### config.mk
export PLATFORM = sky130hd
export DESIGN_NAME = arrs_top
export DESIGN_NICKNAME = d
export VERILOG_FILES = /design/src/shared/arrs_pkg.sv /design/src/arrs_top.sv /design/src/arrs_align.sv
export SDC_FILE = /design/constraint.sdc
export NUM_CORES = 1
export LEC_CHECK = 0
export BUFFER_PORTS_ARGS = -buffer_cell sky130_fd_sc_hd__buf_4
export CORE_ASPECT_RATIO = 1.25
export CORE_MARGIN = 4
export CORE_UTILIZATION = 49
export CTS_BUF_LIST = sky130_fd_sc_hd__clkbuf_8
export DETAILED_ROUTE_END_ITERATION = 6
export PLACE_DENSITY = 0.74
export SLEW_MARGIN = 20
export SYNTH_ARGS = -nofsm -noshare
export SYNTH_HDL_FRONTEND = slang
export SYNTH_SLANG_ARGS = --single-unit
export TNS_END_PERCENT = 20
### constraint.sdc
create_clock -name i_clk -period 1.3 [get_ports i_clk]
set_input_delay 0.065 -clock i_clk [delete_from_list [all_inputs] [get_ports i_clk]]
set_output_delay 0.065 -clock i_clk [all_outputs]
set_load 0.01 [all_outputs]
### src/shared/arrs_pkg.sv
// arrs_pkg: constants and types for the converter result and reference block
// assumes a byte-wide register port with read data one cycle after the strobe
package arrs_pkg;
  // register byte addresses
  localparam logic [2:0] ADDR_INPUT_SEL   = 3'h0;
  localparam logic [2:0] ADDR_RESULT_LOW  = 3'h1;
  localparam logic [2:0] ADDR_RESULT_HIGH = 3'h2;
  localparam logic [2:0] ADDR_STATUS      = 3'h3;
  localparam logic [2:0] ADDR_MASK        = 3'h4;
  // input select register field positions
  localparam int REF_SEL_HI_POS  = 7;
  localparam int REF_SEL_LO_POS  = 6;
  localparam int LEFT_ALIGN_POS  = 5;
  localparam int CHAN_SEL_MSB    = 3;
  // status bit positions
  localparam int DONE_FLAG_POS   = 0;
  // reset values
  localparam logic [7:0] INPUT_SEL_RESET = 8'h00;
  localparam logic [9:0] RESULT_RESET    = 10'h000;
  localparam logic [7:0] MASK_RESET      = 8'h00;
  // reference select codes
  typedef enum logic [1:0] {
    REF_PIN       = 2'h0,
    REF_SUPPLY    = 2'h1,
    REF_RESERVED  = 2'h2,
    REF_INTERNAL  = 2'h3
  } arrs_ref_type;
  // channel codes with special meaning
  localparam logic [3:0] CHAN_LAST_SINGLE = 4'hA;
  localparam logic [3:0] CHAN_AMP0        = 4'hB;
  localparam logic [3:0] CHAN_AMP1        = 4'hC;
  localparam logic [3:0] CHAN_RESERVED    = 4'hD;
  localparam logic [3:0] CHAN_BANDGAP     = 4'hE;
  localparam logic [3:0] CHAN_GROUND      = 4'hF;
endpackage

### src/arrs_top.sv
// arrs_top: result formatting, reference and input selection registers
// assumes the analog core gives a busy level and a one-cycle done pulse with
// a raw signed or unsigned 10-bit code, all on i_clk
//
// Local design decisions: the address-and-strobe port and the placing of the registers.
module arrs_top (
  input  wire logic       i_clk,
  input  wire logic       i_sys_rst,
  input  wire logic [2:0] i_addr,
  input  wire logic [7:0] i_wdata,
  input  wire logic       i_wr,
  input  wire logic       i_rd,
  input  wire logic       i_conv_busy,
  input  wire logic       i_conv_done,
  input  wire logic [9:0] i_conv_code,
  input  wire logic       i_analog_en,
  input  wire logic       i_vector_ack,
  output logic      [7:0] o_rdata,
  output logic      [1:0] o_ref_sel,
  output logic      [3:0] o_chan_sel,
  output logic            o_int_ref_on,
  output logic            o_irq
);
  typedef struct packed {
    logic [7:0] sel;       // software view of input select
    logic [1:0] ref_act;   // selection used by the converter
    logic [3:0] chan_act;
    logic [9:0] result;
    logic       done;
    logic       mask;
    logic       int_ref;
    logic       irq;
    logic [7:0] rdata;
  } arrs_state_type;

  arrs_state_type s_q;
  arrs_state_type s_d;
  logic [7:0]     res_high;
  logic [7:0]     res_low;
  logic           left_align;

  assign left_align = s_q.sel[arrs_pkg::LEFT_ALIGN_POS];

  // alignment is applied at read time so a change re-maps at once
  arrs_align u_align (
    .i_result     (s_q.result),
    .i_left_align (left_align),
    .o_high       (res_high),
    .o_low        (res_low)
  );

  // next-state logic for registers, selection lock and flag
  always_comb begin
    s_d = s_q;
    if (i_wr && i_addr == arrs_pkg::ADDR_INPUT_SEL) begin
      s_d.sel = i_wdata;
    end
    if (i_wr && i_addr == arrs_pkg::ADDR_MASK) begin
      s_d.mask = i_wdata[arrs_pkg::DONE_FLAG_POS];
    end
    // selection follows software only while idle or at completion
    if (!i_conv_busy || i_conv_done) begin
      s_d.ref_act  = s_d.sel[arrs_pkg::REF_SEL_HI_POS:
                             arrs_pkg::REF_SEL_LO_POS];
      s_d.chan_act = s_d.sel[arrs_pkg::CHAN_SEL_MSB:0];
    end
    // core code is already unsigned or two's complement; stored as is
    if (i_conv_done) begin
      s_d.result = i_conv_code;
    end
    // clear by write-one or vector ack; a done pulse wins over the clear
    if ((i_wr && i_addr == arrs_pkg::ADDR_STATUS &&
         i_wdata[arrs_pkg::DONE_FLAG_POS]) || i_vector_ack) begin
      s_d.done = 1'b0;
    end
    if (i_conv_done) begin
      s_d.done = 1'b1;
    end
    s_d.int_ref = (s_d.ref_act == arrs_pkg::REF_INTERNAL) &&
                  i_analog_en;
    s_d.irq = s_d.done && s_d.mask;
    s_d.rdata = 8'h00;
    if (i_rd) begin
      unique case (i_addr)
        arrs_pkg::ADDR_INPUT_SEL:   s_d.rdata = s_q.sel;
        arrs_pkg::ADDR_RESULT_LOW:  s_d.rdata = res_low;
        arrs_pkg::ADDR_RESULT_HIGH: s_d.rdata = res_high;
        arrs_pkg::ADDR_STATUS:      s_d.rdata = {7'h00, s_q.done};
        arrs_pkg::ADDR_MASK:        s_d.rdata = {7'h00, s_q.mask};
        default:                    s_d.rdata = 8'h00;
      endcase
    end
  end

  // single register stage for all state
  always_ff @(posedge i_clk) begin
    if (i_sys_rst) begin
      s_q <= '0;
      s_q.sel <= arrs_pkg::INPUT_SEL_RESET;
      s_q.result <= arrs_pkg::RESULT_RESET;
    end else begin
      s_q <= s_d;
    end
  end

  assign o_rdata      = s_q.rdata;
  assign o_ref_sel    = s_q.ref_act;
  assign o_chan_sel   = s_q.chan_act;
  assign o_int_ref_on = s_q.int_ref;
  assign o_irq        = s_q.irq;

  a_done_sets: assert property (@(posedge i_clk) disable iff (i_sys_rst)
    i_conv_done |=> s_q.done) else $error("done flag not set");
  a_result_load: assert property (@(posedge i_clk) disable iff (i_sys_rst)
    i_conv_done |=> s_q.result == $past(i_conv_code))
    else $error("result not loaded");
  a_ref_locked: assert property (@(posedge i_clk) disable iff (i_sys_rst)
    (i_conv_busy && !i_conv_done) |=> $stable(o_ref_sel))
    else $error("reference changed mid conversion");
  a_ref_follow: assert property (@(posedge i_clk) disable iff (i_sys_rst)
    (!i_conv_busy && !i_wr) |=> o_ref_sel == s_q.sel[7:6])
    else $error("reference not following select");
  a_int_ref: assert property (@(posedge i_clk) disable iff (i_sys_rst)
    ##1 o_int_ref_on == ($past(i_analog_en) &&
                          o_ref_sel == arrs_pkg::REF_INTERNAL))
    else $error("internal reference power wrong");
  a_high_left: assert property (@(posedge i_clk) disable iff (i_sys_rst)
    (i_rd && i_addr == arrs_pkg::ADDR_RESULT_HIGH && left_align)
    |=> o_rdata == $past(s_q.result[9:2]))
    else $error("left high byte wrong");
  a_low_right: assert property (@(posedge i_clk) disable iff (i_sys_rst)
    (i_rd && i_addr == arrs_pkg::ADDR_RESULT_LOW && !left_align)
    |=> o_rdata == $past(s_q.result[7:0]))
    else $error("right low byte wrong");
  a_sign_high: assert property (@(posedge i_clk) disable iff (i_sys_rst)
    (i_rd && i_addr == arrs_pkg::ADDR_RESULT_HIGH)
    |=> o_rdata[$past(left_align) ? 7 : 1] == $past(s_q.result[9]))
    else $error("sign bit not in high byte");
  a_clear_one: assert property (@(posedge i_clk) disable iff (i_sys_rst)
    (i_wr && i_addr == arrs_pkg::ADDR_STATUS && i_wdata[0] &&
     !i_conv_done) |=> !s_q.done) else $error("done not cleared");
  c_done: cover property (@(posedge i_clk) i_conv_done ##1 o_irq);
  c_defer: cover property (@(posedge i_clk)
    (i_conv_busy && i_wr && i_addr == arrs_pkg::ADDR_INPUT_SEL)
    ##[1:50] i_conv_done);
  c_realign: cover property (@(posedge i_clk)
    s_q.done && i_wr && i_addr == arrs_pkg::ADDR_INPUT_SEL);
endmodule

### src/arrs_align.sv
// arrs_align: places a 10-bit result into the high and low result bytes
// assumes a purely combinational use by the register block
module arrs_align (
  input  wire logic [9:0] i_result,
  input  wire logic       i_left_align,
  output logic      [7:0] o_high,
  output logic      [7:0] o_low
);
  // left: 9..2 high, 1..0 at top of low; right: 9..8 high, 7..0 low
  always_comb begin
    if (i_left_align) begin
      o_high = i_result[9:2];
      o_low  = {i_result[1:0], 6'h00};
    end else begin
      o_high = {6'h00, i_result[9:8]};
      o_low  = i_result[7:0];
    end
  end
endmodule

Word level (Yosys, flattened, before mapping)
Cells that the tools add are included.
- bitwise operators: 1
- reduce and logical (&&, ||, !) cells: 11
- eq/ne operators: 5
- mux-type cells: 8
- operators with widths (cell ; number):
    case mux 8 bit (5 select lines) ; 1
    2-to-1 mux 8 bit ; 3
    equality test 3 x 2 -> 1 bit, second input constant ; 2
    logical AND 1 bit ; 6
    2-to-1 mux 6 bit ; 1
    equality test 3 x 1 -> 1 bit, second input constant ; 1
    equality test 3 bit, second input constant ; 1
    zero test 3 bit ; 1
    2-to-1 mux 1 bit ; 3
    equality test 2 bit, second input constant ; 1
    logical OR 1 bit ; 2
    OR reduction 2 bit ; 1
    zero test 1 bit ; 1
    inverter 1 bit ; 1
- flip-flop bits (word level): 36
- output and inout bits: 16
- word-level logic and storage cells: 35
- input port bits: 29

Longest topological paths before layout
Gate-level depths: netlist (run 1).
- depth after elaboration: 7
- mapped depth: 5
- depth with buffers taken out: 3

Cells and area by module
A second synthesis (run 1) with hierarchy kept.
- cells, all modules: 180
- area, all modules: 1731.7 um^2
- modules (own cells, without submodules) (module ; cells an instance ; sequential area each (um^2) ; area an instance (um^2) ; instances):
    arrs_top ; 162 ; 720.7 ; 1574.0 ; 1
    arrs_align ; 18 ; 0.0 ; 157.7 ; 1

Worst setup path after synthesis (run 1)
Ideal clock, no wire load.
- path kind: input to register
- start: input port i_addr[1]
- end: register s_q, in the netlist o_int_ref_on
- setup time: 0.100 ns
- cell stages on the path: 4
- buffers on the path: 1
- arrival time: 1.155 ns
- setup slack: 0.046 ns
- data required time: 1.200 ns
- cells stage by stage: nor4b_2 > buf_6 > mux2_4 > a2111oi_4
- cells in the longest elaborated chain, start to end: 6
- RTL lines (item ; line ; RTL):
    start, declared ; arrs_top.sv:9 ; input wire logic [2:0] i_addr,
    zero test 3 bit ; arrs_top.sv:55 ; if (i_wr && i_addr == arrs_pkg::ADDR_INPUT_SEL) begin
    logical AND 1 bit ; arrs_top.sv:55 ;
    2-to-1 mux 8 bit ; arrs_top.sv:55 ;
    2-to-1 mux 6 bit ; arrs_top.sv:62 ; if (!i_conv_busy || i_conv_done) begin
    equality test 2 bit ; arrs_top.sv:79 ; s_d.int_ref = (s_d.ref_act == arrs_pkg::REF_INTERNAL) &&
    logical AND 1 bit ; arrs_top.sv:79 ;
    end, declared ; arrs_top.sv:36 ; arrs_state_type s_q;
No other way between the ends.
A chain may end at the register's enable or synchronous reset.

Final worst setup path (run 1)
- start: register s_q, in the netlist left_align
- end: register s_q, in the netlist o_rdata[1]
- cells in the longest elaborated chain, start to end: 2
- elaborated cells on any way between the ends: 3
- those cells by class: 3 x mux
- RTL lines (item ; line ; RTL):
    2-to-1 mux 8 bit ; arrs_align.sv:11 ; if (i_left_align) begin
    case mux 8 bit (5 select lines) * ; arrs_top.sv:84 ; unique case (i_addr)
Mark *: on every way between the ends. The rest lies on a longest branch, timed or not.

==> run metrics, run 1 <==
number of port buffers=44; diode count=0; Min-Delay Path Class=input pin to register; starting density of the core=51.9%; Internal Power=1.77 mW; GR Util All Layers=19.4%; nets=248; Peak Freq=835 MHz; CTS root buf=clkbuf_8; Slew Limit Fails=0; combinational cell fraction of total power=12.4%; Pwr Density=1090 mW/mm2; Final min period=1200 ps; syn_nets=210; Worst Setup Start Kind=register; MaxCap Viol Count=0; Die H=73.6 um; CTS max path bufs=2; first-pass iteration count of the detailed router=4; Reg clk slew, reported paths=70 ps; CP arrival=1420 ps; Placer Congestion=0.796; clock group share of total power=36.7%; WP data required=1520 ps; die width=60.5 um; crit-path leading delay family=compound AO/OA/AOI/OAI gates; worst path buffer plus inverter count=0; initial antenna violation count=0; Setup TNS=0 ps; Rel. slew slack=81.2%; Avg Inst Size Synth=9.32 um2; clock sink count=36; cells along the critical path=mux2i_1 -> a2111o_1 -> a21oi_1; num rows=23; TritonCTS Buffers=5; Via density=5.46; initial DRC count=34; Final setup viols=0; largest net degree at the start of global routing=22; Synth Register Bits=36; Cell variety after synth=34; commonest non-fill, non-tap cell in the layout=buf_4; Seq/Total Area, Yosys=42.7%; antenna-violating nets left=0; RSZ-0062 raised after global routing=false; first-pass GRT wire length=6.38 mm; most frequent cells in the layout=buf_4 (57), dfxtp_1 (35), nor2_1 (28), mux2i_1 (21); crit path capture type=register; fin util=64.9%; worst vdd ir=820 uV; TritonCTS clock tree=done; Seq pwr share=50.9%; switching part of the total=23.2%; clk_lat worst skew=290 ps; max incr delay on CP=450 ps; Cells after Synth=181; Syn Std Cell Area=0.00169 mm2; NetSw=535 uW; Crit Path Category=register to register; Worst Clk Skew=2.50 ps; gr ovfl total=0; drt total wl=3.89 mm; Post-synth EDFFs=0; drt wl/cell=15.2 um; share of cells above drive strength 1=33.3%; critical path fanouts, max=10; HPWL after detailed placement=2.90 mm; Worst-Margin Slew=281 ps; Boundary Pins=45; total die area=0.00445 mm2; fin crit share=92.2%; H-tree depth=2; share of flip-flops with an asynchronous set or reset=0%; Main synth FF type=dfxtp_1; via count=1399; Final Hold Viols=0; synthesis-to-finish area growth=25.1%; vias in the first global route=1472; CP max-delay cell=dfxtp_2; DRC violations left=0; Yosys Warn Count=0; core area=0.00325 mm2; Leak Pwr=0.919 nW; status=finished, final reports clean
==> worst paths after layout <==
| path | startpoint | cells after the start | to | slack (ps) |
|---|---|---|---|---|
| max | left_align$_SDFFE_PP0N_ | 3 | o_rdata[1]$_SDFF_PP0_ | 100 |
| max reg2reg | left_align$_SDFFE_PP0N_ | 3 | o_rdata[1]$_SDFF_PP0_ | 100 |
| min reg2reg | s_q[15]$_SDFFE_PP0P_ | 2 | o_rdata[3]$_SDFF_PP0_ | 500 |
| min | i_conv_code[6] | 3 | s_q[18]$_SDFFE_PP0P_ | 10 |
==> power groups by stage <==
stage               Sequential (mW)  Clock [mW]  Combinational, mW
detailed placement             1.19           0              0.281
floorplan                      1.18           0              0.162
global route                   1.17       0.903              0.313
global placement               1.19           0              0.270
finish                         1.17       0.845              0.286
CTS                            1.17       0.869              0.283
==> registers in the layout, summed over array words and instances (netlist names) <==
register      flops
o_chan_sel        4
o_int_ref_on      1
o_irq             1
o_ref_sel         2
s_q              19
o_rdata           8
left_align        1
==> cell usage after synthesis, types with 5 or more instances <==
master | instances | share of area [%]
mux2i_1 | 21 | 12
buf_4 | 14 | 6.2
dfxtp_1 | 36 | 43
o21ai_0 | 7 | 2.1
nor2_1 | 28 | 6.2
clkbuf_1 | 6 | 1.3
a21oi_1 | 8 | 2.4
a211oi_1 | 8 | 3.6
nor2b_1 | 5 | 1.9
buf_2 | 5 | 1.5
nand2_1 | 7 | 1.6
==> logic make-up after synthesis <==
group | synth area share [%]
DFF | 42.7
and+or+nand+nor | 20.8
muxes | 14.7
buffers and inverters | 10.6
AOI/OAI and AO/OA | 11.2
==> cell type report <==
class	count	area [um2]
fillers	252	1140
multi-input cells	115	803
flip-flops and latches	36	722
repair buffers	57	428
clock buffers	7	96.3
well taps	37	46.3
inverters	4	15.0
==> worst register-to-register path: cells and delay by family, from the launching register on <==
kind           cells  cell delay [ps]
multiplexers       1              120
AO/OA/AOI/OAI      2              570
flip-flops         1              450
==> metrics by stage <==
| stage | cells | area, um2 | setup WS (ps) | hold slack [ps] | power (mW) |
|---|---|---|---|---|---|
| finish | 256 | 2110 | 102 | 14.5 | 2.30 |
| CTS | 256 | 2100 | 68.7 | 4.11 | 2.32 |
| detailed placement | 249 | 2000 | -85.0 | 307 | 1.47 |
| global placement | 249 | 2000 | -35.3 | 298 | 1.46 |
| floorplan | 181 | 1690 | 45.5 | 212 | 1.35 |
| global route | 256 | 2110 | 12.2 | 16.6 | 2.39 |
==> routing by layer <==
metal  GRT usage [%]  share of wire (%)
met5               0                  0
met4            11.1                3.0
met3            6.50                6.8
met2            32.6                 51
met1            20.7                 39
==> repair_timing <==
| item | CTS | global route |
|---|---|---|
| hold buffers | 0 | 0 |
| endpoints found under the setup margin | 2 | 3 |
| setup buffers | 0 | 0 |
| gates resized for setup | 2 | 2 |
(Power assumes the default switching activity.)
==> run 2, diff against run 1 <==
--- a/config.mk
+++ b/config.mk
@@ -8,10 +8,10 @@
 export BUFFER_PORTS_ARGS = -buffer_cell sky130_fd_sc_hd__buf_4
 export CORE_ASPECT_RATIO = 1.25
 export CORE_MARGIN = 4
-export CORE_UTILIZATION = 49
+export CORE_UTILIZATION = 30
 export CTS_BUF_LIST = sky130_fd_sc_hd__clkbuf_8
 export DETAILED_ROUTE_END_ITERATION = 6
-export PLACE_DENSITY = 0.74
+export PLACE_DENSITY = 0.48
 export SLEW_MARGIN = 20
 export SYNTH_ARGS = -nofsm -noshare
 export SYNTH_HDL_FRONTEND = slang
==> run metrics, run 2 (synthesis results as in run 1) <==
share of cells above drive strength 1=33.5%; Final Hold Viols=0; Final setup viols=0; fin util=39.4%; most frequent cells in the layout=buf_4 (59), dfxtp_1 (35), nor2_1 (28), mux2i_1 (21); Worst Clk Skew=4.70 ps; initial DRC count=43; hold_buf cts=0; Worst Setup Start Kind=register; worst vdd ir=707 uV; antenna-violating nets left=0; status=finished, final reports clean; Placer Congestion=0.760; critical path fanouts, max=8; number of port buffers=44; diode count=0; DRC violations left=0; worst r2r src=left_align$_SDFFE_PP0N_; r2r setup slk=170 ps; vias in the first global route=1376; MaxCap Viol Count=0; CP arrival=1300 ps; clk_lat worst skew=280 ps; Leak Pwr=0.924 nW; HP Start=i_conv_code[4]; Worst R2R End=o_rdata[6]$_SDFF_PP0_; Crit Path Category=register to register; gr ovfl total=0; NetSw=528 uW; pre-CTS setup slack=-83.6 ps; HPWL after detailed placement=2.90 mm; WP data required=1470 ps; total die area=0.00689 mm2; num rows=30; Setup WS post-layout=167 ps; clock sink count=36; Worst-Margin Slew=411 ps; via count=1300; crit path capture type=register; Reg clk slew, reported paths=70 ps; FF-to-FF path depth=4; Die H=91.8 um; Final Hold Slack=12.6 ps; met2 wire length=1.79 mm; die width=75.1 um; largest net degree at the start of global routing=22; Final min period=1130 ps; Worst Hold Path Cells=3; combinational cell fraction of total power=12.2%; initial antenna violation count=0; first-pass GRT wire length=6.28 mm; Boundary Pins=45; drt total wl=3.77 mm; synthesis-to-finish area growth=27.1%; Top Metal Used=met4; starting density of the core=31.0%; met3 wire length=191 um; Metal-1 WL=1.72 mm; fill count=571; CTS max path bufs=2; GR Util All Layers=11.9%; switching part of the total=23.0%; H-tree depth=2; Seq pwr share=50.9%; first-pass iteration count of the detailed router=4; Peak Freq=883 MHz; Slew Limit Fails=0; nets=250; Endpoint, Worst Hold=s_q[16]$_SDFFE_PP0P_; Internal Power=1.77 mW; Via density=4.56; Rel. slew slack=72.2%; core area=0.00544 mm2; RSZ-0062 raised after global routing=false; TritonCTS Buffers=5; max reg flops=19; CTS root buf=clkbuf_8; Reg with most FFs=s_q; clock group share of total power=36.9%; Pwr Density=1070 mW/mm2; drt wl/cell=13.2 um; commonest non-fill, non-tap cell in the layout=buf_4; TritonCTS clock tree=done; Min-Delay Path Class=input pin to register; fin crit share=87.2%
==> run 2: cell type report <==
cell class              instances  area [um2]  share of cell area, %
well taps                      64        80.1                   3.74
multi-input cells             115         787                   36.7
repair buffers                 59         443                   20.7
flip-flops and latches         36         722                   33.7
inverters                       4        15.0                  0.701
clock buffers                   7        96.3                   4.50
==> run 2: critical path: stages (launching register included) <==
cell	delay, ps
dfxtp_2	400
buf_4	170
mux2_2	330
nand2_1	60
a21oi_1	60
==> run 2: worst max-delay path by stage <==
stage                       startpoint                       to  slack (ps)  cells past startpoint
2_1_floorplan                i_addr[1]  o_int_ref_on$_SDFF_PP0_          50                      4
3_3_place_gp                 i_addr[1]  o_int_ref_on$_SDFF_PP0_         -80                      5
3_5_place_dp                 i_addr[1]  o_int_ref_on$_SDFF_PP0_         -80                      5
4_1_cts        left_align$_SDFFE_PP0N_    o_rdata[6]$_SDFF_PP0_          70                      4
5_1_grt        left_align$_SDFFE_PP0N_    o_rdata[6]$_SDFF_PP0_          70                      4
6_report       left_align$_SDFFE_PP0N_    o_rdata[6]$_SDFF_PP0_         170                      4
==> run 2: timing repair <==
item / 4_1_cts / 5_1_grt
endpoints found under the setup margin: 0 / 1
setup buffers: 0 / 0
resized for setup: 0 / 1
==> run 2: metal layers <==
layer  vias to the layer above  track usage (%)
li1                        686                -
met1                       579             14.3
met2                        29             19.3
met3                         6             3.51
met4                         0             4.90
met5                         -                0
==> run 2: power by group through the flow <==
stage | clock network, mW | registers (mW) | logic (mW)
final | 0.846 | 1.17 | 0.280
after global routing | 0.921 | 1.17 | 0.311
after CTS | 0.885 | 1.17 | 0.285
after detailed placement | 0 | 1.19 | 0.284
after global placement | 0 | 1.19 | 0.284
after floorplan | 0 | 1.18 | 0.162
==> run 2: through the flow <==
| step | TNS, ps | cell area [um2] | power [mW] | cells |
|---|---|---|---|---|
| 2_1_floorplan | 0 | 1690 | 1.35 | 181 |
| 3_3_place_gp | -78.7 | 2050 | 1.48 | 278 |
| 3_5_place_dp | -83.6 | 2050 | 1.48 | 278 |
| 4_1_cts | 0 | 2140 | 2.34 | 285 |
| 5_1_grt | 0 | 2140 | 2.41 | 285 |
| 6_report | 0 | 2140 | 2.29 | 285 |
==> run 3, diff against run 2 <==
--- a/config.mk
+++ b/config.mk
@@ -11,7 +11,7 @@
 export CORE_UTILIZATION = 30
 export CTS_BUF_LIST = sky130_fd_sc_hd__clkbuf_8
 export DETAILED_ROUTE_END_ITERATION = 6
-export PLACE_DENSITY = 0.48
+export PLACE_DENSITY = 0.63
 export SLEW_MARGIN = 20
 export SYNTH_ARGS = -nofsm -noshare
 export SYNTH_HDL_FRONTEND = slang
==> run metrics, run 3 (synthesis results as in run 1) <==
status=finished, final reports clean; nets=249; die width=75.1 um; Pwr Density=1050 mW/mm2; Final setup viols=0; Reg clk slew, reported paths=70 ps; Final Hold Viols=0; HPWL after detailed placement=3.00 mm; fin util=39.2%; GR Util All Layers=12.0%; Worst Clk Skew=6.46 ps; Rel. slew slack=79.7%; Final min period=1160 ps; initial DRC count=86; Post-Layout Cell Count=285; initial antenna violation count=0; WP data required=1510 ps; Slew Limit Fails=0; num rows=30; critical path fanouts, max=8; TritonCTS clock tree=done; drt wl/cell=13.5 um; H-tree depth=2; number of port buffers=44; CTS max path bufs=2; most frequent cells in the layout=buf_4 (58), dfxtp_1 (35), nor2_1 (28), mux2i_1 (21); CP arrival=1370 ps; Placed Cells=277; DRC violations left=0; fin crit share=89.1%; synthesis-to-finish area growth=26.6%; Via density=4.71; Finished Cell Area=0.00214 mm2; CTS root buf=clkbuf_8; vias in the first global route=1287; Placer Congestion=0.826; commonest non-fill, non-tap cell in the layout=buf_4; starting density of the core=31.0%; Post-DP Area=0.00204 mm2; share of cells above drive strength 1=33.0%; first-pass iteration count of the detailed router=4; TritonCTS Buffers=5; Boundary Pins=45; gr ovfl total=0; Worst Setup Start Kind=register; total die area=0.00689 mm2; Reg with most FFs=s_q; Die H=91.8 um; Peak Freq=864 MHz; max reg flops=19; clk_lat worst skew=290 ps; largest net degree at the start of global routing=22; crit path capture type=register; MaxCap Viol Count=0; antenna-violating nets left=0; Leak Pwr=0.924 nW; Crit Path Category=register to register; worst vdd ir=514 uV; clock sink count=36; drt total wl=3.84 mm; RSZ-0062 raised after global routing=false; Worst-Margin Slew=297 ps; core area=0.00544 mm2; first-pass GRT wire length=6.22 mm; diode count=0; via count=1343; Min-Delay Path Class=input pin to register
[run 3: cell count changes in the layout (fill, tap and decap cells not counted), sizes merged]
cell / previous run / this run
clkbuf: 7 / 6
buf: 59 / 58
inv: 4 / 6
[run 3: worst paths after layout]
kind                            depth (start not counted)  slack [ps]               endpoint                     from
worst min register to register                          2         500  o_rdata[2]$_SDFF_PP0_     s_q[16]$_SDFFE_PP0P_
worst max-delay path                                    4         140  o_rdata[1]$_SDFF_PP0_  left_align$_SDFFE_PP0N_
worst max register to register                          4         140  o_rdata[1]$_SDFF_PP0_  left_align$_SDFFE_PP0N_
worst min-delay path                                    3          10   s_q[12]$_SDFFE_PP0P_           i_conv_code[0]
[run 3: layout make-up]
cell class / count / area [um2]
Clock buffer: 6 / 82.6
Clock inverter: 2 / 7.51
Fill cell: 560 / 3310
Inverter: 4 / 15.0
Multi-Input combinational cell: 115 / 793
Sequential cell: 36 / 722
Tap cell: 64 / 80.1
Timing Repair Buffer: 58 / 435
[run 3: per-stage QoR]
stage               worst slack [ps]  hold WS, ps  TNS [ps]  power (mW)
finish                           142         10.5         0        2.24
global route                    44.8         9.41         0        2.35
CTS                             41.7         5.28         0        2.27
detailed placement             -46.8          308     -46.8        1.48
global placement               -40.5          302     -40.5        1.47
floorplan                       45.5          212         0        1.35
[run 3: per-layer routing]
layer  up-vias  share of wire [%]  GRT usage [%]
met1       620                 40           13.3
met2        32                 53           20.5
met4         0                1.0           4.45
met5         -                  0              0
li1        687                  -              -
met3         4                6.0           4.17
[run 3: repair_timing]
item,in CTS,in global routing
pin swaps,0,0
resized for setup,1,1
hold buffers,0,0
buffers inserted,0,0
endpoints found under the setup margin,1,5
[run 3: report_power, final]
group | switching (mW) | total (mW) | internal [mW]
clock | 0.376 | 0.792 | 0.416
combinational | 0.130 | 0.281 | 0.151
sequential | 0.0268 | 1.17 | 1.14
[run 3: critical path: stages, from the launching register on]
cell     delay [ps]
dfxtp_2         370
buf_4           160
nor4b_2         310
nand2_1         100
a21oi_1         160
